$ cat src/pes_event_regs.vh
// Register map, field layout and reset values of the event controller
`ifndef PES_EVENT_REGS_VH
`define PES_EVENT_REGS_VH

`define PES_ADDR_W 6
`define PES_DATA_W 24
`define PES_OFF_LATCH_A 6'h00
`define PES_OFF_BLOCK_A 6'h01
`define PES_OFF_LIVE_A 6'h02
`define PES_OFF_LATCH_B 6'h03

`define PES_LATCH_A_VALID 24'hffa02f
`define PES_LATCH_A_MAIN 24'h002027
`define PES_LATCH_A_OFF 24'h000008
`define PES_LATCH_A_CONN 24'hff8000
`define PES_LATCH_A_RST 24'h000000

`define PES_BLOCK_A_WMASK 24'hffa02f
`define PES_BLOCK_A_MAIN 24'hffa027
`define PES_BLOCK_A_OFF 24'h000008
`define PES_BLOCK_A_RST 24'hffa00f

`define PES_LIVE_A_VALID 24'h3e0028
`define PES_LIVE_A_CONN 24'h160000

`define PES_LATCH_B_VALID 24'h1ffffb
`define PES_LATCH_B_RTC 24'h0006e3
`define PES_LATCH_B_OFF 24'h000118
`define PES_LATCH_B_MAIN 24'h1ff800
`define PES_LATCH_B_RST 24'h000080

`define PES_SPI_CNT_W 6
`define PES_SPI_ADDR_CNT 6'h06
`define PES_SPI_DATA_CNT 6'h08
`define PES_SPI_LAST_CNT 6'h1f

`endif

$ cat src/pes_spi_slave.v
// Serial register port: frame shifter, address and write strobe
`timescale 1ns/100ps
`include "pes_event_regs.vh"

module pes_spi_slave (
	input wire clk_in,
	input wire reset_in,
	input wire sel_in,
	input wire sclk_rise_in,
	input wire sclk_fall_in,
	input wire mosi_in,
	input wire [`PES_DATA_W-1:0] rdata_in,
	output reg [`PES_ADDR_W-1:0] addr_out,
	output reg [`PES_DATA_W-1:0] wdata_out,
	output reg wr_out,
	output reg miso_out,
	output reg miso_oe_out
);
	reg [`PES_SPI_CNT_W-1:0] cnt_r;
	reg [30:0] in_sh_r;
	reg [`PES_DATA_W-1:0] out_sh_r;

	// Bit order: write flag, six address bits, spare, 24 data bits
	always @(posedge clk_in or posedge reset_in) begin
		if (reset_in) begin
			cnt_r <= 6'h00;
			in_sh_r <= 31'h00000000;
			out_sh_r <= 24'h000000;
			addr_out <= 6'h00;
			wdata_out <= 24'h000000;
			wr_out <= 1'b0;
			miso_out <= 1'b0;
			miso_oe_out <= 1'b0;
		end else begin
			wr_out <= 1'b0;
			if (!sel_in) begin
				cnt_r <= 6'h00;
				miso_out <= 1'b0;
				miso_oe_out <= 1'b0;
			end else begin
				if (sclk_rise_in && cnt_r <= `PES_SPI_LAST_CNT) begin
					in_sh_r <= {in_sh_r[29:0], mosi_in};
					cnt_r <= cnt_r + 6'h01;
					if (cnt_r == `PES_SPI_ADDR_CNT)
						addr_out <= {in_sh_r[4:0], mosi_in};
					if (cnt_r == `PES_SPI_LAST_CNT) begin
						wdata_out <= {in_sh_r[22:0], mosi_in};
						wr_out <= in_sh_r[30];
					end
				end
				if (sclk_fall_in) begin
					if (cnt_r == `PES_SPI_DATA_CNT) begin
						miso_out <= rdata_in[23];
						miso_oe_out <= 1'b1;
						out_sh_r <= {rdata_in[22:0], 1'b0};
					end else if (cnt_r > `PES_SPI_DATA_CNT) begin
						miso_out <= out_sh_r[23];
						out_sh_r <= {out_sh_r[22:0], 1'b0};
					end
				end
			end
		end
	end
endmodule

$ cat src/pes_event_ctrl.v
// Event latch, block and live banks behind the serial register port
`timescale 1ns/100ps
`include "pes_event_regs.vh"

module pes_event_ctrl (
	input wire ref_clk_in,
	input wire reset_in,
	input wire spi_sel_n_in,
	input wire spi_clk_in,
	input wire spi_mosi_in,
	input wire main_reset_n_in,
	input wire off_state_reset_n_in,
	input wire connector_block_reset_n_in,
	input wire backup_power_on_reset_n_in,
	input wire [23:0] bank_a_event_in,
	input wire [23:0] bank_b_event_in,
	input wire [23:0] live_a_in,
	output reg spi_miso_out,
	output reg spi_miso_oe_out,
	output reg irq_out
);
	// Rising edge of a synchronised level marks one event
	function [23:0] rise_of;
		input [23:0] now;
		input [23:0] was;
		begin
			rise_of = now & ~was;
		end
	endfunction

	// Write 1 clears, a new event wins over the clear
	function [23:0] w1c_next;
		input [23:0] cur;
		input [23:0] clr;
		input [23:0] set;
		input [23:0] valid;
		begin
			w1c_next = ((cur & ~clr) | set) & valid;
		end
	endfunction

	reg [3:0] spi_s1_r;
	reg [3:0] spi_s2_r;
	reg sclk_d_r;
	reg [3:0] rst_s1_r;
	reg [3:0] rst_s2_r;
	reg [23:0] evt_a_s1_r;
	reg [23:0] evt_a_s2_r;
	reg [23:0] evt_a_d_r;
	reg [23:0] evt_b_s1_r;
	reg [23:0] evt_b_s2_r;
	reg [23:0] evt_b_d_r;
	reg [23:0] live_s1_r;
	reg [23:0] live_s2_r;

	reg [23:0] latch_a_r;
	reg [23:0] latch_a_nxt;
	reg [23:0] block_a_r;
	reg [23:0] block_a_nxt;
	reg [23:0] live_a_r;
	reg [23:0] live_a_nxt;
	reg [23:0] latch_b_r;
	reg [23:0] latch_b_nxt;
	reg [23:0] rdata;

	wire sel;
	wire sclk;
	wire mosi;
	wire sclk_rise;
	wire sclk_fall;
	wire main_clr;
	wire off_clr;
	wire conn_clr;
	wire rtc_clr;
	wire [23:0] set_a;
	wire [23:0] set_b;
	wire [5:0] reg_addr;
	wire [23:0] wdata;
	wire wr;
	wire miso;
	wire miso_oe;
	wire [23:0] clr_a;
	wire [23:0] clr_b;

	// Two flip-flops on every pin before any logic reads it
	always @(posedge ref_clk_in or posedge reset_in) begin
		if (reset_in) begin
			spi_s1_r <= 4'h1;
			spi_s2_r <= 4'h1;
			sclk_d_r <= 1'b0;
			rst_s1_r <= 4'hf;
			rst_s2_r <= 4'hf;
		end else begin
			spi_s1_r <= {spi_clk_in, spi_mosi_in, 1'b0, spi_sel_n_in};
			spi_s2_r <= spi_s1_r;
			sclk_d_r <= spi_s2_r[3];
			rst_s1_r <= {main_reset_n_in, off_state_reset_n_in,
				connector_block_reset_n_in, backup_power_on_reset_n_in};
			rst_s2_r <= rst_s1_r;
		end
	end

	always @(posedge ref_clk_in or posedge reset_in) begin
		if (reset_in) begin
			evt_a_s1_r <= 24'h000000;
			evt_a_s2_r <= 24'h000000;
			evt_a_d_r <= 24'h000000;
			evt_b_s1_r <= 24'h000000;
			evt_b_s2_r <= 24'h000000;
			evt_b_d_r <= 24'h000000;
			live_s1_r <= 24'h000000;
			live_s2_r <= 24'h000000;
		end else begin
			evt_a_s1_r <= bank_a_event_in;
			evt_a_s2_r <= evt_a_s1_r;
			evt_a_d_r <= evt_a_s2_r;
			evt_b_s1_r <= bank_b_event_in;
			evt_b_s2_r <= evt_b_s1_r;
			evt_b_d_r <= evt_b_s2_r;
			live_s1_r <= live_a_in;
			live_s2_r <= live_s1_r;
		end
	end

	assign sel = ~spi_s2_r[0];
	assign mosi = spi_s2_r[2];
	assign sclk = spi_s2_r[3];
	assign sclk_rise = sclk & ~sclk_d_r;
	assign sclk_fall = ~sclk & sclk_d_r;
	assign main_clr = ~rst_s2_r[3];
	assign off_clr = ~rst_s2_r[2];
	assign conn_clr = ~rst_s2_r[1];
	assign rtc_clr = ~rst_s2_r[0];

	assign set_a = rise_of(evt_a_s2_r, evt_a_d_r) & `PES_LATCH_A_VALID;
	assign set_b = rise_of(evt_b_s2_r, evt_b_d_r) & `PES_LATCH_B_VALID;

	pes_spi_slave u_spi (
		.clk_in(ref_clk_in),
		.reset_in(reset_in),
		.sel_in(sel),
		.sclk_rise_in(sclk_rise),
		.sclk_fall_in(sclk_fall),
		.mosi_in(mosi),
		.rdata_in(rdata),
		.addr_out(reg_addr),
		.wdata_out(wdata),
		.wr_out(wr),
		.miso_out(miso),
		.miso_oe_out(miso_oe)
	);

	assign clr_a = (wr && reg_addr == `PES_OFF_LATCH_A) ?
		wdata : 24'h000000;
	assign clr_b = (wr && reg_addr == `PES_OFF_LATCH_B) ?
		wdata : 24'h000000;

	// Bank A latches, each group with its own clearing reset
	always @* begin
		latch_a_nxt = w1c_next(latch_a_r, clr_a, set_a,
			`PES_LATCH_A_VALID);
		if (main_clr)
			latch_a_nxt = latch_a_nxt & ~`PES_LATCH_A_MAIN;
		if (off_clr)
			latch_a_nxt = latch_a_nxt & ~`PES_LATCH_A_OFF;
		if (conn_clr)
			latch_a_nxt = latch_a_nxt & ~`PES_LATCH_A_CONN;
	end

	// Bank B latches; clock-domain reset flag returns to 1
	always @* begin
		latch_b_nxt = w1c_next(latch_b_r, clr_b, set_b,
			`PES_LATCH_B_VALID);
		if (rtc_clr)
			latch_b_nxt = (latch_b_nxt & ~`PES_LATCH_B_RTC) |
				`PES_LATCH_B_RST;
		if (off_clr)
			latch_b_nxt = latch_b_nxt & ~`PES_LATCH_B_OFF;
		if (main_clr)
			latch_b_nxt = latch_b_nxt & ~`PES_LATCH_B_MAIN;
	end

	// Block bits: writable positions only, reserved read 0
	always @* begin
		block_a_nxt = block_a_r;
		if (wr && reg_addr == `PES_OFF_BLOCK_A)
			block_a_nxt = wdata & `PES_BLOCK_A_WMASK;
		if (main_clr)
			block_a_nxt = (block_a_nxt & ~`PES_BLOCK_A_MAIN) |
				(`PES_BLOCK_A_RST & `PES_BLOCK_A_MAIN);
		if (off_clr)
			block_a_nxt = (block_a_nxt & ~`PES_BLOCK_A_OFF) |
				(`PES_BLOCK_A_RST & `PES_BLOCK_A_OFF);
	end

	// Live bank follows its inputs; done bits held low in connector reset
	always @* begin
		live_a_nxt = live_s2_r & `PES_LIVE_A_VALID;
		if (conn_clr)
			live_a_nxt = live_a_nxt & ~`PES_LIVE_A_CONN;
	end

	always @(posedge ref_clk_in or posedge reset_in) begin
		if (reset_in) begin
			latch_a_r <= `PES_LATCH_A_RST;
			latch_b_r <= `PES_LATCH_B_RST;
			block_a_r <= `PES_BLOCK_A_RST;
			live_a_r <= 24'h000000;
		end else begin
			latch_a_r <= latch_a_nxt;
			latch_b_r <= latch_b_nxt;
			block_a_r <= block_a_nxt;
			live_a_r <= live_a_nxt;
		end
	end

	// Read mux; unmapped addresses read zero
	always @* begin
		case (reg_addr)
			`PES_OFF_LATCH_A: rdata = latch_a_r;
			`PES_OFF_BLOCK_A: rdata = block_a_r;
			`PES_OFF_LIVE_A: rdata = live_a_r;
			`PES_OFF_LATCH_B: rdata = latch_b_r;
			default: rdata = 24'h000000;
		endcase
	end

	always @(posedge ref_clk_in or posedge reset_in) begin
		if (reset_in) begin
			irq_out <= 1'b0;
			spi_miso_out <= 1'b0;
			spi_miso_oe_out <= 1'b0;
		end else begin
			irq_out <= |(latch_a_r & ~block_a_r);
			spi_miso_out <= miso;
			spi_miso_oe_out <= miso_oe;
		end
	end
endmodule

$ cat config.mk
export PLATFORM = sky130hd
export DESIGN_NAME = pes_event_ctrl
export DESIGN_NICKNAME = d
export VERILOG_FILES = /design/src/pes_spi_slave.v /design/src/pes_event_ctrl.v
export VERILOG_INCLUDE_DIRS = /design/src
export SDC_FILE = /design/constraint.sdc
export NUM_CORES = 1
export LEC_CHECK = 0
export BUFFER_PORTS_ARGS = -buffer_cell sky130_fd_sc_hd__buf_2
export CORE_MARGIN = 2
export CORE_UTILIZATION = 33
export CTS_CLUSTER_DIAMETER = 60
export DETAILED_ROUTE_END_ITERATION = 12
export SLEW_MARGIN = 15
export SYNTH_ARGS = -nofsm -noshare
export SYNTH_HDL_FRONTEND = slang
export SYNTH_SLANG_ARGS = --single-unit
$ cat constraint.sdc
create_clock -name ref_clk_in -period 14 [get_ports ref_clk_in]
set_input_delay 4.2 -clock ref_clk_in [delete_from_list [all_inputs] [get_ports ref_clk_in]]
set_output_delay 4.2 -clock ref_clk_in [all_outputs]
set_load 0.05 [all_outputs]
After elaboration in Yosys (flattened, before gate mapping)
Index checks and enable logic that the tools add are counted.
{"block": "word_totals", "register_bits": 382, "inputBits": 81, "elab_cells": 98}
{"block": "op_classes", "n_addsub": 1, "order_cmp": 2, "eq_ne": 6, "mux": 27, "n_bitwise": 17, "n_reduce_logical": 17}
{"operator": "24-bit two-way mux", "count": 6}
{"operator": "24-bit one-hot mux with 4 select lines", "count": 1}
{"operator": "24-bit AND", "count": 3}
{"operator": "24-bit inverter", "count": 3}
{"operator": "21-bit two-way mux", "count": 3}
{"operator": "21-bit AND", "count": 2}
{"operator": "21-bit inverter", "count": 2}
{"operator": "24-bit bitwise OR", "count": 1}
{"operator": "24-bit OR reduction", "count": 1}
{"operator": "21-bit bitwise OR", "count": 1}
{"operator": "14-bit two-way mux", "count": 1}
{"operator": "6-bit by 2-bit equality test with 1-bit output (second input constant)", "count": 2}
{"operator": "6-bit two-way mux", "count": 2}
{"operator": "11-bit two-way mux", "count": 1}
{"operator": "1-bit two-way mux", "count": 10}
{"operator": "9-bit two-way mux", "count": 1}
{"operator": "3-bit AND reduction", "count": 3}
{"operator": "4-bit two-way mux", "count": 2}
{"operator": "2-bit nonzero test", "count": 4}
{"operator": "6-bit by 1-bit adder with 6-bit output (second input constant)", "count": 1}
{"operator": "6-bit by 1-bit equality test with 1-bit output (second input constant)", "count": 1}
{"operator": "6-bit by 3-bit equality test with 1-bit output (second input constant)", "count": 1}
{"operator": "6-bit by 4-bit equality test with 1-bit output (second input constant)", "count": 1}
{"operator": "6-bit by 5-bit equality test with 1-bit output (second input constant)", "count": 1}
{"operator": "8 further kinds", "count": 16}

Depth between registers and ports, before layout
Gate-level depths: netlist of run 1.
{"block": "logic_depth", "ltp_word": 9, "depth_mapped": 8, "depth_no_buf": 6}

Hierarchy
Synthesis of run 1 repeated with hierarchy kept, for this count alone.
{"block": "unflattened", "cells_unflattened": 771, "hier_area_um2": 10473.8}
{"module": "pes_event_ctrl", "instances": 1, "cells_each": 462, "area_per_inst_um2": 6585.1, "seq_area_each_um2": 4885.9}
{"module": "pes_spi_slave", "instances": 1, "cells_each": 309, "area_per_inst_um2": 3888.7, "seq_area_each_um2": 2327.2}

Worst setup path after synthesis of run 1
OpenSTA, ideal clock, no wires.
{"block": "synth_path", "kind": "register to output", "startpoint": "register irq_out", "endpoint": "output port irq_out", "t_arrival_ps": 586, "slack_ps": 9214, "path_stages_with_launch": 1, "cell_sequence": "dfrtp_1"}
{"item": "from (decl)", "line_no": "pes_event_ctrl.v:20", "source": "output reg irq_out"}
{"item": "from (signal assigned)", "line_no": "pes_event_ctrl.v:234", "source": "irq_out <= |(latch_a_r & ~block_a_r);"}
No word-level cell between the ends.

==> out/summary.txt, run 1 <==
Outcome -> complete, no violations
Drt drc -> 0
Starting Density -> 33.5%
Power per cell area -> 145 mW/mm^2
Area contributors post-synth -> dfrtp_1, dfstp_2, mux2_2
Ys flop type -> dfrtp_1
Antenna Violating Nets Remaining -> 0
Seq/Total Area, Yosys -> 70.6%
Grt ovf -> 0
WL per Instance -> 16.0 um
Reg area -> 0.00721 mm^2
Power, Total -> 1.72 mW
Fin nets -> 852
Flip-flop and latch count after synthesis -> 287
Synth area leader -> dfrtp_1
Final hold vios -> 0
Largest net degree at the start of global routing -> 136
Critical Path End Type -> asynchronous set/reset pin
Worst Max-Slew Pin Slew -> 1.30 ns
Iteration-0 DRC Markers -> 338
GR Util All Layers -> 11.9%
Startpoint type of the worst setup path -> input port
Share of flip-flops with an asynchronous set or reset -> 100%
Chip width -> 180 um
Placed cells -> 1134
Rows -> 64
Fin Hold WS -> 0.348 ns
Maximum vdd drop -> 0.0905 mV
Router iterations before antenna repair -> 5
Clock root cell -> clkbuf_16
F_max -> 187 MHz
Footprint of the multi-input gates -> 0.00279 mm^2
Critical path peak fanout -> 135
Placed Area -> 0.0109 mm^2
RSZ-0062 raised after global routing -> false
YS warnings -> 0
Die H -> 180 um
Hold/Removal Path Class -> flip-flop to flip-flop
Clk sink count -> 287
GPL Wtd Cong -> 0.745
CTS buffer count -> 28
Min-Delay Path Depth -> 0
Setup TNS -> 0 ns
Port Buffer Count -> 53
Register clock-pin slew on the reported worst setup and hold paths -> 0.06 ns
Post-Layout Cell Count -> 1184
Max-slew violations -> 0
Synthesized area per cell -> 14.4 um^2
Core area -> 0.0305 mm^2
Kind of critical path -> input port to asynchronous set/reset pin
Post-CTS Setup Bufs -> 0
R2R depth -> 4
Diode count -> 0
Full die area -> 0.0324 mm^2
Final Critical Period -> 5.35 ns
EDFF count, synth -> 0
Max cap viols -> 0
Worst endpoint required time -> 14.55 ns
CTS Buffer Depth -> 3
IO Pins -> 84
Clk_lat worst skew -> 0.54 ns
Final period util -> 38.2%
Vias/cell -> 4.66
CTS tree -> built
Count leader, synth -> dfrtp_1
Top post-synthesis cells by count -> dfrtp_1, nand2_1, mux2_2
Vias in the first global route -> 5723
Mapped Area -> 0.0102 mm^2
Top cell type's share of synthesized area -> 64.2%
Slew headroom -> 12.5%
Syn_nets -> 795
Ratio of cells with drive above 1 in the final layout -> 26.8%
Static leakage -> 5.37 nW
DRT Wirelength -> 18.9 mm
Post-cts sizing count -> 0
Synth Instances -> 711
Layout Area Growth over Synthesis -> 16.0%
Via count -> 5512
Arrival @ worst endpoint -> 5.89 ns
Cell area after layout -> 0.0119 mm^2
H-tree level count -> 1
Global-route wire length before repair -> 31.1 mm
Hold Buf Count CTS -> 0
Final setup fails -> 0
DP HPWL -> 11.6 mm
Initial antenna violation count -> 0
Worst Skew -> 0.00777 ns
FILL cells -> 2814
Post-synth cell types -> 48
-- layout by cell type, fill, tap and decap left out, types with 15 or more instances in the layout --
cell type  count
a31oi_1       15
mux2_2        46
mux2_4        19
dfrtp_1      262
buf_2         53
nand2_1       55
dfstp_2       25
inv_1         22
o21a_1        34
clkbuf_16     29
nor2_1        34
a21boi_0      25
nor2b_1       35
a21oi_1       20
-- stage by stage --
step	setup WS [ns]	utilization, %
2_1_floorplan	1.92	-
3_3_place_gp	7.95	35.7
3_5_place_dp	7.93	35.7
4_1_cts	8.52	38.9
5_1_grt	8.27	38.9
6_report	8.65	38.9
-- final cells by class --
cell class,count,share of cell area (%)
inverter,23,0.791
tap,396,4.18
clock buffer,41,7.01
sequential,287,60.8
clock inverter,9,1.08
multi-input combinational,369,23.5
timing repair buffer,59,2.62
-- final timing paths --
| check | from | end | slack, ns |
|---|---|---|---|
| worst max-delay path | reset_in | live_a_r[20] | 8.65 |
| worst min-delay path | evt_a_s1_r[2] | evt_a_s2_r[2] | 0.35 |
| worst max register to register | u_spi.addr_out[1] | u_spi.out_sh_r[15] | 11.17 |
| worst min register to register | evt_a_s1_r[2] | evt_a_s2_r[2] | 0.35 |
| max in group ref_clk_in | irq_out | irq_out | 8.67 |
| min in group asynchronous | reset_in | evt_b_s1_r[11] | 3.81 |
-- critical path, cell delays in order --
cell	delay, ns
buf_2	0.13
inv_8	0.55
buf_4	0.82
-- logic make-up after synthesis --
| kind of cell | share of synthesized area (%) |
|---|---|
| AND/OR/NAND/NOR | 8.08 |
| buffers and inverters | 2.49 |
| multiplexers | 9.57 |
| adder cells (fa/ha/maj) | 0.367 |
| AO/OA/AOI/OAI | 8.57 |
| flip-flops | 70.6 |
| XOR/XNOR | 0.343 |
-- layer usage --
layer	GRT usage, %	part of all wire [%]	routed length, um	up-vias
met1	17.0	47	8810	2830
li1	-	-	-	2547
met3	1.88	3.9	736	36
met4	3.71	2.4	463	0
met2	18.6	47	8920	99
met5	0	0	0	-
-- registers in the layout (all words and copies together), names as in the netlist, 3 cells and up --
signal           flops
latch_a_r           15
spi_s1_r             3
evt_a_d_r           15
spi_s2_r             3
u_spi.addr_out       6
live_a_r             7
u_spi.cnt_r          6
u_spi.in_sh_r       31
block_a_r           15
rst_s1_r             4
evt_b_d_r           20
evt_a_s1_r          15
evt_b_s2_r          20
live_s1_r            7
rst_s2_r             4
evt_a_s2_r          15
u_spi.wdata_out     24
latch_b_r           20
live_s2_r            7
u_spi.out_sh_r      23
evt_b_s1_r          20
-- power by group --
part / switching [mW] / total [mW] / internal, mW
combinational: 0.0316 / 0.0597 / 0.0281
sequential: 0.0253 / 0.895 / 0.870
clock: 0.305 / 0.770 / 0.465
total: 0.362 / 1.72 / 1.36
(Power assumes the default switching activity.)
==> run 2: changes to the inputs <==
Clock period 14 ns to 5.6 ns, I/O delays scaled along.
==> run 2 against run 1 <==
Net effect:
- sequential share of layout area is 0.75 points lower
- clock skew is 0.0013 ns lower
- critical endpoint is now spi_miso_out
- critical path depth shrank 2
- critical path type is now flip-flop to primary output
- non-clock buffer count is 1 higher
- via count is 0.25% lower
- largest power group unchanged
- largest cell class unchanged
==> out/summary.txt, run 2 (same netlist as run 1, synthesis figures left out) <==
Outcome -> complete, no violations (unchanged)
Die H -> 180 um (unchanged)
Starting Density -> 33.5% (unchanged)
CP Buf/Inv Count -> 1 (was 3)
Post-cts sizing count -> 0 (unchanged)
H-tree level count -> 1 (unchanged)
Router iterations before antenna repair -> 5 (unchanged)
Critical path peak fanout -> 1 (was 135)
Final setup fails -> 0 (unchanged)
Layout Area Growth over Synthesis -> 17.5% (was 16.0%)
Worst Max-Slew Pin Slew -> 1.09 ns (was 1.30 ns)
Via count -> 5498 (was 5512)
FILL cells -> 2805 (was 2814)
Final hold vios -> 0 (unchanged)
Chip width -> 180 um (unchanged)
Full die area -> 0.0324 mm^2 (unchanged)
Hold/Removal Path Class -> flip-flop to flip-flop (unchanged)
Rows -> 64 (unchanged)
Post-CTS Setup Bufs -> 0 (unchanged)
Arrival @ worst endpoint -> 1.13 ns (was 5.89 ns)
Number of flip-flops in the largest register -> 31 (unchanged)
GR Util met3 -> 1.80% (was 1.88%)
Ratio of cells with drive above 1 in the final layout -> 27.6% (was 26.8%)
RSZ-0062 raised after global routing -> false (unchanged)
Post-place setup slack -> 2.53 ns (was 7.93 ns)
Slew headroom -> 27.0% (was 12.5%)
F_max -> 356 MHz
DRT Wirelength -> 18.9 mm (about the same)
Reg area -> 0.00721 mm^2 (unchanged)
Global-route wire length before repair -> 31.5 mm (was 31.1 mm)
Clock root cell -> clkbuf_16 (unchanged)
Vias in the first global route -> 5822 (was 5723)
Iteration-0 DRC Markers -> 427 (was 338)
PnR worst setup slack -> 2.79 ns (was 8.65 ns)
Diode count -> 0 (unchanged)
Hold Buf Count CTS -> 0 (unchanged)
CP top delay family -> flip-flops (was buffers and inverters)
CP max stage delay -> 0.33 ns (was 0.82 ns)
Top Registers -> u_spi.in_sh_r: 31 flops, u_spi.wdata_out: 24 flops, u_spi.out_sh_r: 23 flops (unchanged)
Worst endpoint required time -> 3.92 ns (was 14.55 ns)
Startpoint type of the worst setup path -> flip-flop (was input port)
Biggest register -> u_spi.in_sh_r (unchanged)
IO Pins -> 84 (unchanged)
Maximum vdd drop -> 0.221 mV (was 0.0905 mV)
WL per Instance -> 15.9 um (was 16.0 um)
Fin Hold WS -> 0.341 ns (was 0.348 ns)
Static leakage -> 5.43 nW (was 5.37 nW)
Critical Path End Type -> primary output (was asynchronous set/reset pin)
Power per cell area -> 373 mW/mm^2 (was 145 mW/mm^2)
DP HPWL -> 11.6 mm (about the same)
CTS buffer count -> 29 (was 28)
M1 GR Usage -> 17.4% (was 17.0%)
Register clock-pin slew on the reported worst setup and hold paths -> 0.06 ns (about the same)
Final period util -> 50.2%
Max cap viols -> 0 (unchanged)
Leading cell types in the layout, fill and taps excluded -> dfrtp_1, nand2_1, buf_2, mux2_2, nor2b_1 (unchanged)
Final Critical Period -> 2.81 ns
Kind of critical path -> flip-flop to primary output (was input port to asynchronous set/reset pin)
CP cell instances -> buf_2 (was buf_2 -> inv_8 -> buf_4)
Vias/cell -> 4.62 (was 4.66)
GPL Wtd Cong -> 0.792 (was 0.745)
Worst Skew -> 0.00648 ns (was 0.00777 ns)
GR Util All Layers -> 12.0% (was 11.9%)
Fin nets -> 854 (was 852)
Initial antenna violation count -> 0 (unchanged)
Grt ovf -> 0 (unchanged)
Antenna Violating Nets Remaining -> 0 (unchanged)
Setup TNS -> 0 ns (unchanged)
Most common library cell in the layout ignoring fill and taps -> dfrtp_1 (unchanged)
Footprint of the multi-input gates -> 0.00280 mm^2 (was 0.00279 mm^2)
Clk sink count -> 287 (unchanged)
Power, Total -> 4.48 mW (was 1.72 mW)
Max-slew violations -> 0 (unchanged)
Met2 Use GR -> 18.5% (was 18.6%)
Core area -> 0.0305 mm^2 (unchanged)
Slowest stage cell, crit path -> dfrtp_1 (was buf_4)
Clk_lat worst skew -> 0.54 ns (about the same)
Largest net degree at the start of global routing -> 136 (unchanged)
CTS Buffer Depth -> 3 (unchanged)
CTS tree -> built (unchanged)
Drt drc -> 0 (unchanged)
Top Usage Layer GRT -> met2 (unchanged)
Port Buffer Count -> 53 (unchanged)
==> run 2: cell types whose count changed in the layout (fill, tap and decap cells not counted), moves of 2 or more <==
cell       previous run  this run
clkinv_2              3         5
clkbuf_8              6         4
clkbuf_1              6         3
clkinv_4              0         3
bufinv_16             3         6
buf_12                0         2
==> run 2: metrics by stage <==
stage / utilization [%] / std cells / cell area [um^2]
after floorplan: - / 711 / 10200
final: 39.4 / 1189 / 12000
after global placement: 35.8 / 1135 / 10900
after CTS: 39.3 / 1189 / 12000
after global routing: 39.4 / 1189 / 12000
after detailed placement: 35.8 / 1135 / 10900
==> run 2: per-layer routing <==
metal | wire, um | share of wire, % | vias up
met2 | 8630 | 46 | 109
met3 | 864 | 4.6 | 33
li1 | - | - | 2551
met5 | 0 | 0 | -
met1 | 8960 | 47 | 2805
met4 | 408 | 2.2 | 0
==> run 2: final cells by class <==
class | count | share of cell area [%]
Clock buffer | 36 | 6.60
Clock inverter | 18 | 2.26
Inverter | 23 | 0.750
Multi-Input combinational cell | 369 | 23.3
Sequential cell | 287 | 60.1
Tap cell | 396 | 4.13
Timing Repair Buffer | 60 | 2.86
==> run 2: path summary, 6_finish.rpt <==
path / startpoint / end / slack (ns) / cells past startpoint
max: spi_miso_out / spi_miso_out / 2.79 / 1
min: evt_b_s1_r[17] / evt_b_s2_r[17] / 0.34 / 0
max reg2reg: spi_s2_r[3] / u_spi.addr_out[2] / 2.89 / 4
min reg2reg: evt_b_s1_r[17] / evt_b_s2_r[17] / 0.34 / 0
max in group asynchronous: reset_in / evt_b_s2_r[4] / 3.13 / 3
min in group asynchronous: reset_in / live_s1_r[17] / 1.30 / 2
==> run 2: report_power, final <==
part / switching, mW / total [mW] / internal, mW / leakage (nW)
Sequential: 0.0619 / 2.24 / 2.17 / 3.58
Clock: 0.809 / 2.10 / 1.29 / 0.518
Combinational: 0.0789 / 0.151 / 0.0724 / 1.34
Total: 0.950 / 4.48 / 3.53 / 5.43
